===== src/shared/synth_pkg.sv =====
/*
  Constants for the synthesiser divider and clock control block and for
  the host controller that programs it over the 8-bit register port.
  Assumes both ends run on the one reference clock.
*/
package synth_pkg;
  // Register port offsets
  localparam logic [7:0] MAIN_REF_LO   = 8'h20;
  localparam logic [7:0] MAIN_REF_HI   = 8'h21;
  localparam logic [7:0] MAIN_FB_LO    = 8'h22;
  localparam logic [7:0] MAIN_FB_MID   = 8'h23;
  localparam logic [7:0] MAIN_FB_TOP   = 8'h24;
  localparam logic [7:0] AUX_REF_LO    = 8'h25;
  localparam logic [7:0] AUX_REF_HI    = 8'h26;
  localparam logic [7:0] AUX_FB_LO     = 8'h27;
  localparam logic [7:0] AUX_FB_HI     = 8'h28;
  localparam logic [7:0] BIT_RATE_CTRL = 8'h29;
  localparam logic [7:0] LOCK_STATUS   = 8'h2a;
  localparam logic [7:0] LOCK_IRQ_EN   = 8'h2b;
  // Field positions in the high bytes
  localparam int ENABLE_BIT      = 7;
  localparam int TX_LO_HALF_BIT  = 6;
  localparam int MIX_FILTER_BIT  = 5;
  localparam int POLARITY_BIT    = 7;
  localparam int PRECHARGE_BIT   = 4;
  localparam int IF_HALF_BIT     = 7;
  // Divider widths
  localparam int MAIN_REF_W = 13;
  localparam int MAIN_FB_W  = 19;
  localparam int AUX_REF_W  = 13;
  localparam int AUX_FB_W   = 14;
  // Bit rate generation
  localparam logic [7:0]  CLK_CTRL_RESET  = 8'h18;
  localparam logic [14:0] BIT_RATE_FACTOR = 15'h004b;
  localparam int          BIT_COUNT_W     = 15;
  // Host controller AXI4-Lite map
  localparam logic [7:0] HOST_CMD    = 8'h00;
  localparam logic [7:0] HOST_STATUS = 8'h04;
  localparam int         CMD_READ_BIT = 16;
  localparam logic [1:0] RESP_OKAY   = 2'h0;
  localparam logic [1:0] RESP_SLVERR = 2'h2;
endpackage


===== src/shared/synth_reg_if.sv =====
/*
  Eight-bit register port between host controller and synthesiser block.
  Assumes both ends share the reference clock; strobes last one cycle.
*/
`timescale 1ns/1ps
interface synth_reg_if;
  logic       wr_strobe;
  logic       rd_strobe;
  logic [7:0] addr;
  logic [7:0] wdata;
  logic [7:0] rdata;
  logic       irq;

  modport host_end (output wr_strobe, rd_strobe, addr, wdata, input rdata, irq);
  modport device_end (input wr_strobe, rd_strobe, addr, wdata, output rdata, irq);
endinterface


===== src/hdl/synth_device.sv =====
/*
  Synthesiser divider and bit rate clock control block.
  Assumes the register port is synchronous to clock, which is the
  reference clock, and lock detector inputs are asynchronous.
*/
// Chosen here: the eight-bit register port interface to the registers.
`timescale 1ns/1ps
module synth_device
  import synth_pkg::*;
(
  input  wire logic                  clock,
  input  wire logic                  reset_n,
  synth_reg_if.device_end            regs,
  input  wire logic                  main_lock_raw,
  input  wire logic                  aux_lock_raw,
  output logic                       main_enable,
  output logic                       aux_enable,
  output logic [MAIN_REF_W-1:0]      main_ref_div,
  output logic [MAIN_FB_W-1:0]       main_fb_div,
  output logic [AUX_REF_W-1:0]       aux_ref_div,
  output logic [AUX_FB_W-1:0]        aux_fb_div,
  output logic                       tx_lo_halving_select,
  output logic                       mixer_filter_high,
  output logic                       loop_polarity,
  output logic                       loop_precharge,
  output logic [1:0]                 if_filter_band,
  output logic                       if_path_halving,
  output logic                       main_locked,
  output logic                       aux_locked,
  output logic                       bit_tick
);

  typedef struct packed {
    logic [7:0]              main_ref_stage;
    logic [7:0]              main_top_stage;
    logic [7:0]              main_mid_stage;
    logic [7:0]              aux_ref_stage;
    logic [7:0]              aux_fb_stage;
    logic                    main_en;
    logic                    aux_en;
    logic [MAIN_REF_W-1:0]   main_ref;
    logic [MAIN_FB_W-1:0]    main_fb;
    logic [AUX_REF_W-1:0]    aux_ref;
    logic [AUX_FB_W-1:0]     aux_fb;
    logic                    lo_half;
    logic                    mix_high;
    logic                    polarity;
    logic                    precharge;
    logic [1:0]              if_band;
    logic                    if_half;
    logic [7:0]              clk_ctrl;
    logic [1:0]              lock_meta;
    logic [1:0]              lock_sync;
    logic [1:0]              lock_out;
    logic [1:0]              lock_lost;
    logic [1:0]              irq_en;
    logic [BIT_COUNT_W-1:0]  bit_count;
    logic                    tick;
    logic [7:0]              rdata;
    logic                    irq;
  } dev_state_t;

  dev_state_t state_reg;
  dev_state_t state_next;

  logic                   wr;
  logic                   rd;
  logic [1:0]             locked_now;
  logic [1:0]             lost_event;
  logic [BIT_COUNT_W-1:0] bit_limit;

  // Port decode
  assign wr = regs.wr_strobe;
  assign rd = regs.rd_strobe;

  // Lock qualified by enable after synchronising
  assign locked_now = state_reg.lock_sync & {state_reg.aux_en, state_reg.main_en};
  assign lost_event = state_reg.lock_out & ~locked_now;

  // Terminal count for 75*A*B reference cycles
  assign bit_limit = BIT_RATE_FACTOR * {11'h000, state_reg.clk_ctrl[7:4]}
                   * {11'h000, state_reg.clk_ctrl[3:0]} - 15'h0001;

  // Next-state logic
  always_comb begin
    state_next = state_reg;

    // Two-stage lock synchroniser
    state_next.lock_meta = {aux_lock_raw, main_lock_raw};
    state_next.lock_sync = state_reg.lock_meta;
    state_next.lock_out  = locked_now;

    // Main reference divider bytes
    if (wr && regs.addr == MAIN_REF_HI) begin
      state_next.main_ref_stage = regs.wdata;
      if (!regs.wdata[ENABLE_BIT]) begin
        state_next.main_en = 1'b0;
      end
    end
    if (wr && regs.addr == MAIN_REF_LO) begin
      state_next.main_ref = {state_reg.main_ref_stage[4:0], regs.wdata};
      state_next.lo_half  = state_reg.main_ref_stage[TX_LO_HALF_BIT];
      state_next.mix_high = state_reg.main_ref_stage[MIX_FILTER_BIT];
      state_next.main_en  = state_reg.main_ref_stage[ENABLE_BIT];
    end

    // Main feedback divider bytes
    if (wr && regs.addr == MAIN_FB_TOP) begin
      state_next.main_top_stage = regs.wdata;
    end
    if (wr && regs.addr == MAIN_FB_MID) begin
      state_next.main_mid_stage = regs.wdata;
    end
    if (wr && regs.addr == MAIN_FB_LO) begin
      state_next.main_fb   = {state_reg.main_top_stage[3:0], state_reg.main_mid_stage,
                              regs.wdata[6:0]};
      state_next.polarity  = state_reg.main_top_stage[POLARITY_BIT];
      state_next.precharge = state_reg.main_top_stage[PRECHARGE_BIT];
    end

    // Aux reference divider bytes
    if (wr && regs.addr == AUX_REF_HI) begin
      state_next.aux_ref_stage = regs.wdata;
      if (!regs.wdata[ENABLE_BIT]) begin
        state_next.aux_en = 1'b0;
      end
    end
    if (wr && regs.addr == AUX_REF_LO) begin
      state_next.aux_ref = {state_reg.aux_ref_stage[4:0], regs.wdata};
      state_next.if_band = state_reg.aux_ref_stage[6:5];
      state_next.aux_en  = state_reg.aux_ref_stage[ENABLE_BIT];
    end

    // Aux feedback divider bytes
    if (wr && regs.addr == AUX_FB_HI) begin
      state_next.aux_fb_stage = regs.wdata;
    end
    if (wr && regs.addr == AUX_FB_LO) begin
      state_next.aux_fb  = {state_reg.aux_fb_stage[5:0], regs.wdata};
      state_next.if_half = state_reg.aux_fb_stage[IF_HALF_BIT];
    end

    // Clock control and interrupt enables
    if (wr && regs.addr == BIT_RATE_CTRL) begin
      state_next.clk_ctrl = regs.wdata;
    end
    if (wr && regs.addr == LOCK_IRQ_EN) begin
      state_next.irq_en = regs.wdata[1:0];
    end

    // Quiescent dividers while in zero power
    if (!state_next.main_en) begin
      state_next.main_ref = '0;
      state_next.main_fb  = '0;
    end
    if (!state_next.aux_en) begin
      state_next.aux_ref = '0;
      state_next.aux_fb  = '0;
    end

    // Status read clears loss flags, new loss wins
    state_next.rdata = 8'h00;
    if (rd && regs.addr == LOCK_STATUS) begin
      state_next.rdata     = {4'h0, state_reg.lock_lost, locked_now};
      state_next.lock_lost = 2'b00;
    end
    state_next.lock_lost = state_next.lock_lost | lost_event;
    state_next.irq = |(state_next.lock_lost & state_next.irq_en);

    // Bit rate strobe
    state_next.tick = 1'b0;
    if (state_reg.bit_count >= bit_limit) begin
      state_next.bit_count = '0;
      state_next.tick      = 1'b1;
    end else begin
      state_next.bit_count = state_reg.bit_count + 15'h0001;
    end
  end

  // State register
  always_ff @(posedge clock) begin
    if (!reset_n) begin
      state_reg          <= '0;
      state_reg.clk_ctrl <= CLK_CTRL_RESET;
    end else begin
      state_reg <= state_next;
    end
  end

  // Outputs straight from state; synthesisers share this clock
  assign regs.rdata           = state_reg.rdata;
  assign regs.irq             = state_reg.irq;
  assign main_enable          = state_reg.main_en;
  assign aux_enable           = state_reg.aux_en;
  assign main_ref_div         = state_reg.main_ref;
  assign main_fb_div          = state_reg.main_fb;
  assign aux_ref_div          = state_reg.aux_ref;
  assign aux_fb_div           = state_reg.aux_fb;
  assign tx_lo_halving_select = state_reg.lo_half;
  assign mixer_filter_high    = state_reg.mix_high;
  assign loop_polarity        = state_reg.polarity;
  assign loop_precharge       = state_reg.precharge;
  assign if_filter_band       = state_reg.if_band;
  assign if_path_halving      = state_reg.if_half;
  assign main_locked          = state_reg.lock_out[0];
  assign aux_locked           = state_reg.lock_out[1];
  assign bit_tick             = state_reg.tick;

endmodule


===== src/flat_wrapper.sv =====
// flat-port wrapper written by rule: the top's interface ports become plain ports
module synth_device_flat import synth_pkg::*;
  (clock, reset_n, main_lock_raw, aux_lock_raw, main_enable, aux_enable, main_ref_div, main_fb_div, aux_ref_div, aux_fb_div, tx_lo_halving_select, mixer_filter_high, loop_polarity, loop_precharge, if_filter_band, if_path_halving, main_locked, aux_locked, bit_tick, regs_wr_strobe, regs_rd_strobe, regs_addr, regs_wdata, regs_rdata, regs_irq);
  synth_reg_if regs_i ();
  input  wire logic clock;
  input  wire logic reset_n;
  input  wire logic main_lock_raw;
  input  wire logic aux_lock_raw;
  output logic main_enable;
  output logic aux_enable;
  output logic [MAIN_REF_W-1:0] main_ref_div;
  output logic [MAIN_FB_W-1:0] main_fb_div;
  output logic [AUX_REF_W-1:0] aux_ref_div;
  output logic [AUX_FB_W-1:0] aux_fb_div;
  output logic tx_lo_halving_select;
  output logic mixer_filter_high;
  output logic loop_polarity;
  output logic loop_precharge;
  output logic [1:0] if_filter_band;
  output logic if_path_halving;
  output logic main_locked;
  output logic aux_locked;
  output logic bit_tick;
  input wire logic [$bits(regs_i.wr_strobe)-1:0] regs_wr_strobe;
  input wire logic [$bits(regs_i.rd_strobe)-1:0] regs_rd_strobe;
  input wire logic [$bits(regs_i.addr)-1:0] regs_addr;
  input wire logic [$bits(regs_i.wdata)-1:0] regs_wdata;
  output wire logic [$bits(regs_i.rdata)-1:0] regs_rdata;
  output wire logic [$bits(regs_i.irq)-1:0] regs_irq;
  assign regs_i.wr_strobe = regs_wr_strobe;
  assign regs_i.rd_strobe = regs_rd_strobe;
  assign regs_i.addr = regs_addr;
  assign regs_i.wdata = regs_wdata;
  assign regs_rdata = regs_i.rdata;
  assign regs_irq = regs_i.irq;
  synth_device u_core (.clock(clock), .reset_n(reset_n), .regs(regs_i), .main_lock_raw(main_lock_raw), .aux_lock_raw(aux_lock_raw), .main_enable(main_enable), .aux_enable(aux_enable), .main_ref_div(main_ref_div), .main_fb_div(main_fb_div), .aux_ref_div(aux_ref_div), .aux_fb_div(aux_fb_div), .tx_lo_halving_select(tx_lo_halving_select), .mixer_filter_high(mixer_filter_high), .loop_polarity(loop_polarity), .loop_precharge(loop_precharge), .if_filter_band(if_filter_band), .if_path_halving(if_path_halving), .main_locked(main_locked), .aux_locked(aux_locked), .bit_tick(bit_tick));
endmodule

===== config.mk =====
export PLATFORM = sky130hd
export DESIGN_NAME = synth_device_flat
export DESIGN_NICKNAME = d
export VERILOG_FILES = /design/src/shared/synth_pkg.sv /design/src/shared/synth_reg_if.sv /design/src/hdl/synth_device.sv /design/src/flat_wrapper.sv
export SDC_FILE = /design/constraint.sdc
export NUM_CORES = 1
export LEC_CHECK = 0
export BUFFER_PORTS_ARGS = -buffer_cell sky130_fd_sc_hd__buf_2
export CORE_MARGIN = 2
export CORE_UTILIZATION = 38
export CTS_CLUSTER_DIAMETER = 60
export DETAILED_ROUTE_END_ITERATION = 7
export SLEW_MARGIN = 20
export SYNTH_ARGS = -nofsm -noshare
export SYNTH_HDL_FRONTEND = slang
export SYNTH_SLANG_ARGS = --single-unit

===== constraint.sdc =====
create_clock -name clock -period 8.4 [get_ports clock]
set_input_delay 1.68 -clock clock [delete_from_list [all_inputs] [get_ports clock]]
set_output_delay 1.68 -clock clock [all_outputs]
set_load 0.05 [all_outputs]

==> results.toml <==
[worst_setup_path]
reg2reg_depth = 25
path_class = "reg2reg"
crit_fanout = 15
endpoint = "u_core.state_reg[22]$_SDFF_PP0_"
r2r_start = "u_core.state_reg[41]$_SDFFE_PN0P_"
startpoint = "u_core.state_reg[41]$_SDFFE_PN0P_"
required_ns = 8.73
cp.arrival_ns = 7.06
worstSetupEndpointType = "flip-flop"
startpoint_type = "flip-flop"
regToRegEndpoint = "u_core.state_reg[22]$_SDFF_PP0_"
reg2reg_setup_slack_ns = 1.67

[route]
first_iter_violations = 413
vias_per_cell = 4.91
wl_mm = 18.8
drt.antenna.violating_nets = 0
wl_per_cell_um = 14.7
drc = 0
num_vias = 6287
drt-pass1-iter-count = 5

[cells_and_area]
nNetsFinal = 1087
drive_gt1_share_pct = 18.1
syn2layout_area_growth_pct = 8.57
layoutNonFillerInstCount = 1280
design_area_um2 = 9020
largest_reg_flops = 66
final_core_util_pct = 41.7

[floorplan]
die_w_um = 152
core_area_um2 = 21600
row_count = 54
die_h_um = 152
start_util_pct = 38.4
io_pins = 102
dieArea_um2 = 23100

[clock_network]
insertion_delay_ns = 0.43
cts_resized = 0
cts_root_buf = "clkbuf_16"
clock-sinks = 144
cts_buffers = 17
path_clk_slew_ns = 0.07
ctsHoldBuffers = 0
clockBufferDepth = 2
htreeDepth = 4
cts_tree = "built"
post-cts-setup-buffers = 0

[synth]
synth_warnings = 0
synth_common_cells = "nand2_1 (204), dfxtp_1 (144), buf_4 (72)"
synth_top_cell_area_share_pct = 34.7
netlist_area_um2 = 8310
synth.avg_cell_area_um2 = 8.48
yosys.area.top_type = "dfxtp_1"
yosys-top-cells-area = "dfxtp_1 (35%), nand2_1 (9.2%), ha_1 (8.9%)"
async_flop_share_pct = 0
synth-seq-cells = 144
synth_edf_count = 0
ys_seq_area_share_pct = 34.7
yosysUniqueCellTypes = 60
yosysMostFrequentCell = "nand2_1"
synth_cells = 979
synth-main-ff-cell = "dfxtp_1"

[placed_design]
gp_congestion = 0.797
place_area_um2 = 8430
post-place-ws_ns = 1.69
io_buffers = 97
post-place-cells = 1247
dp_hpwl_mm = 13.0

[worst_hold_path]
min_from = "u_core.state_next[32]$_SDFF_PN0_"
holdCritPathClass = "reg2reg"

[global_route]
grt_max_degree = 58
grt_pass1_vias = 6033
grt_pass1_wl_mm = 31.3
grtUsageTotal_pct = 16.6
antenna_found_initial = 0
grt_overflow_total = 0

[timing]
final.period_utilization_pct = 80.1
drv_slew = 0
hold_violations = 0
final-setup-viol-count = 0
worst_hold_slack_ns = 0.434
relSlewSlack_pct = 43.4
fin_tns_setup_ns = 0
clock_skew_ns = 0.0115
post-route-min-period_ns = 6.73
fmax_ghz = 0.149
tightest_slew_ns = 0.846
rsz0062_at_grt = "no"
setup_ws_ns = 1.67

[outcome]
status = "finished clean"

[power_and_ir_drop]
p_leak_nw = 3.77
powerDensity_nw_per_um2 = 166
fin_total_pwr_mw = 1.50
irDropWorstVdd_uv = 133

[run]
drv_cap = 0
-- report_power, final --
part | internal [mW] | total [mW] | leakage (nW) | switching (mW)
registers | 0.685 | 0.687 | 1.16 | 0.00233
logic | 0.0139 | 0.0499 | 2.32 | 0.0360
clock network | 0.425 | 0.764 | 0.291 | 0.339
total | 1.12 | 1.50 | 3.77 | 0.378
-- cell families (layout without fill, tap and decap cells) --
group / count (synthesis) / count (layout) / share of synthesized area, %
adder cells (fa/ha/maj): 79 / 79 / 13.7
multiplexers: 30 / 30 / 3.62
buffers and inverters: 166 / 183 / 11.4
XOR/XNOR: 27 / 27 / 2.85
AO/OA/AOI/OAI: 150 / 150 / 12.3
flip-flops: 144 / 144 / 34.7
AND/OR/NAND/NOR: 382 / 382 / 21.4
other: 1 / 5 / 0.0451
-- layer usage --
metal / wire [um] / vias to the layer above / GRT usage (%)
li1: - / 3222 / -
met1: 8920 / 2921 / 22.4
met2: 8780 / 126 / 26.6
met3: 767 / 18 / 3.65
met4: 315 / 0 / 5.43
met5: 0 / - / 0
-- area by class of cell --
class / count / area [um2]
fill: 2199 / 12600
multi-input combinational: 672 / 4490
sequential: 144 / 2880
timing repair buffer: 102 / 523
clock buffer: 18 / 429
tap: 280 / 350
inverter: 49 / 184
clock inverter: 14 / 161
antenna: 1 / 2.50
-- layout by cell type (no fill, tap or decap), types with 4 or more instances in the layout --
| master | netlist | final |
|---|---|---|
| nand2_1 | 204 | 204 |
| dfxtp_1 | 144 | 144 |
| buf_2 | 15 | 97 |
| a21oi_1 | 68 | 68 |
| ha_1 | 59 | 59 |
| inv_1 | 49 | 48 |
| nor2_1 | 40 | 40 |
| nand3_1 | 36 | 36 |
| a21oi_2 | 35 | 35 |
| mux2i_1 | 30 | 30 |
| and2_1 | 24 | 24 |
| fa_1 | 20 | 20 |
| nor4_1 | 18 | 18 |
| clkbuf_16 | 0 | 17 |
| xnor2_1 | 16 | 16 |
| nand4_1 | 13 | 13 |
| a21o_1 | 12 | 12 |
| nor3_1 | 12 | 12 |
| xor2_1 | 11 | 11 |
| nor2b_1 | 8 | 8 |
| o21ai_0 | 6 | 6 |
| inv_6 | 0 | 6 |
| a31oi_1 | 5 | 5 |
| buf_4 | 72 | 5 |
| or2_2 | 4 | 4 |
| a311oi_1 | 4 | 4 |
| nand2b_1 | 4 | 4 |
| and3_1 | 4 | 4 |
| conb_1 | 1 | 4 |
| inv_8 | 0 | 4 |
-- critical path, stage by stage (launching register included) --
cell	delay, ns
dfxtp_1	0.55
ha_1	0.32
fa_1	0.41
ha_1	0.33
a31oi_1	0.26
o21bai_1	0.12
a21oi_1	0.19
xnor2_1	0.20
nand2_1	0.11
ha_1	0.31
inv_1	0.05
fa_1	0.53
inv_1	0.06
fa_1	0.52
inv_1	0.04
ha_1	0.37
a21o_1	0.18
a21oi_1	0.21
mux2i_1	0.21
nand2_1	0.07
a311oi_1	0.26
ha_1	0.29
a21o_1	0.16
a21oi_1	0.18
nand2_1	0.34
nor4_1	0.33
-- worst min-delay path by stage --
stage          slack, ns  depth (start not counted)                         endpoint
6_report            0.43                          1  u_core.state_reg[32]$_SDFF_PN0_
5_1_grt             0.46                          1  u_core.state_reg[32]$_SDFF_PN0_
4_1_cts             0.43                          1  u_core.state_reg[32]$_SDFF_PN0_
3_5_place_dp        0.42                          1  u_core.state_reg[32]$_SDFF_PN0_
3_3_place_gp        0.42                          1  u_core.state_reg[32]$_SDFF_PN0_
2_1_floorplan       0.41                          1  u_core.state_reg[31]$_SDFF_PN0_
Power figures use the tool's default switching activity.
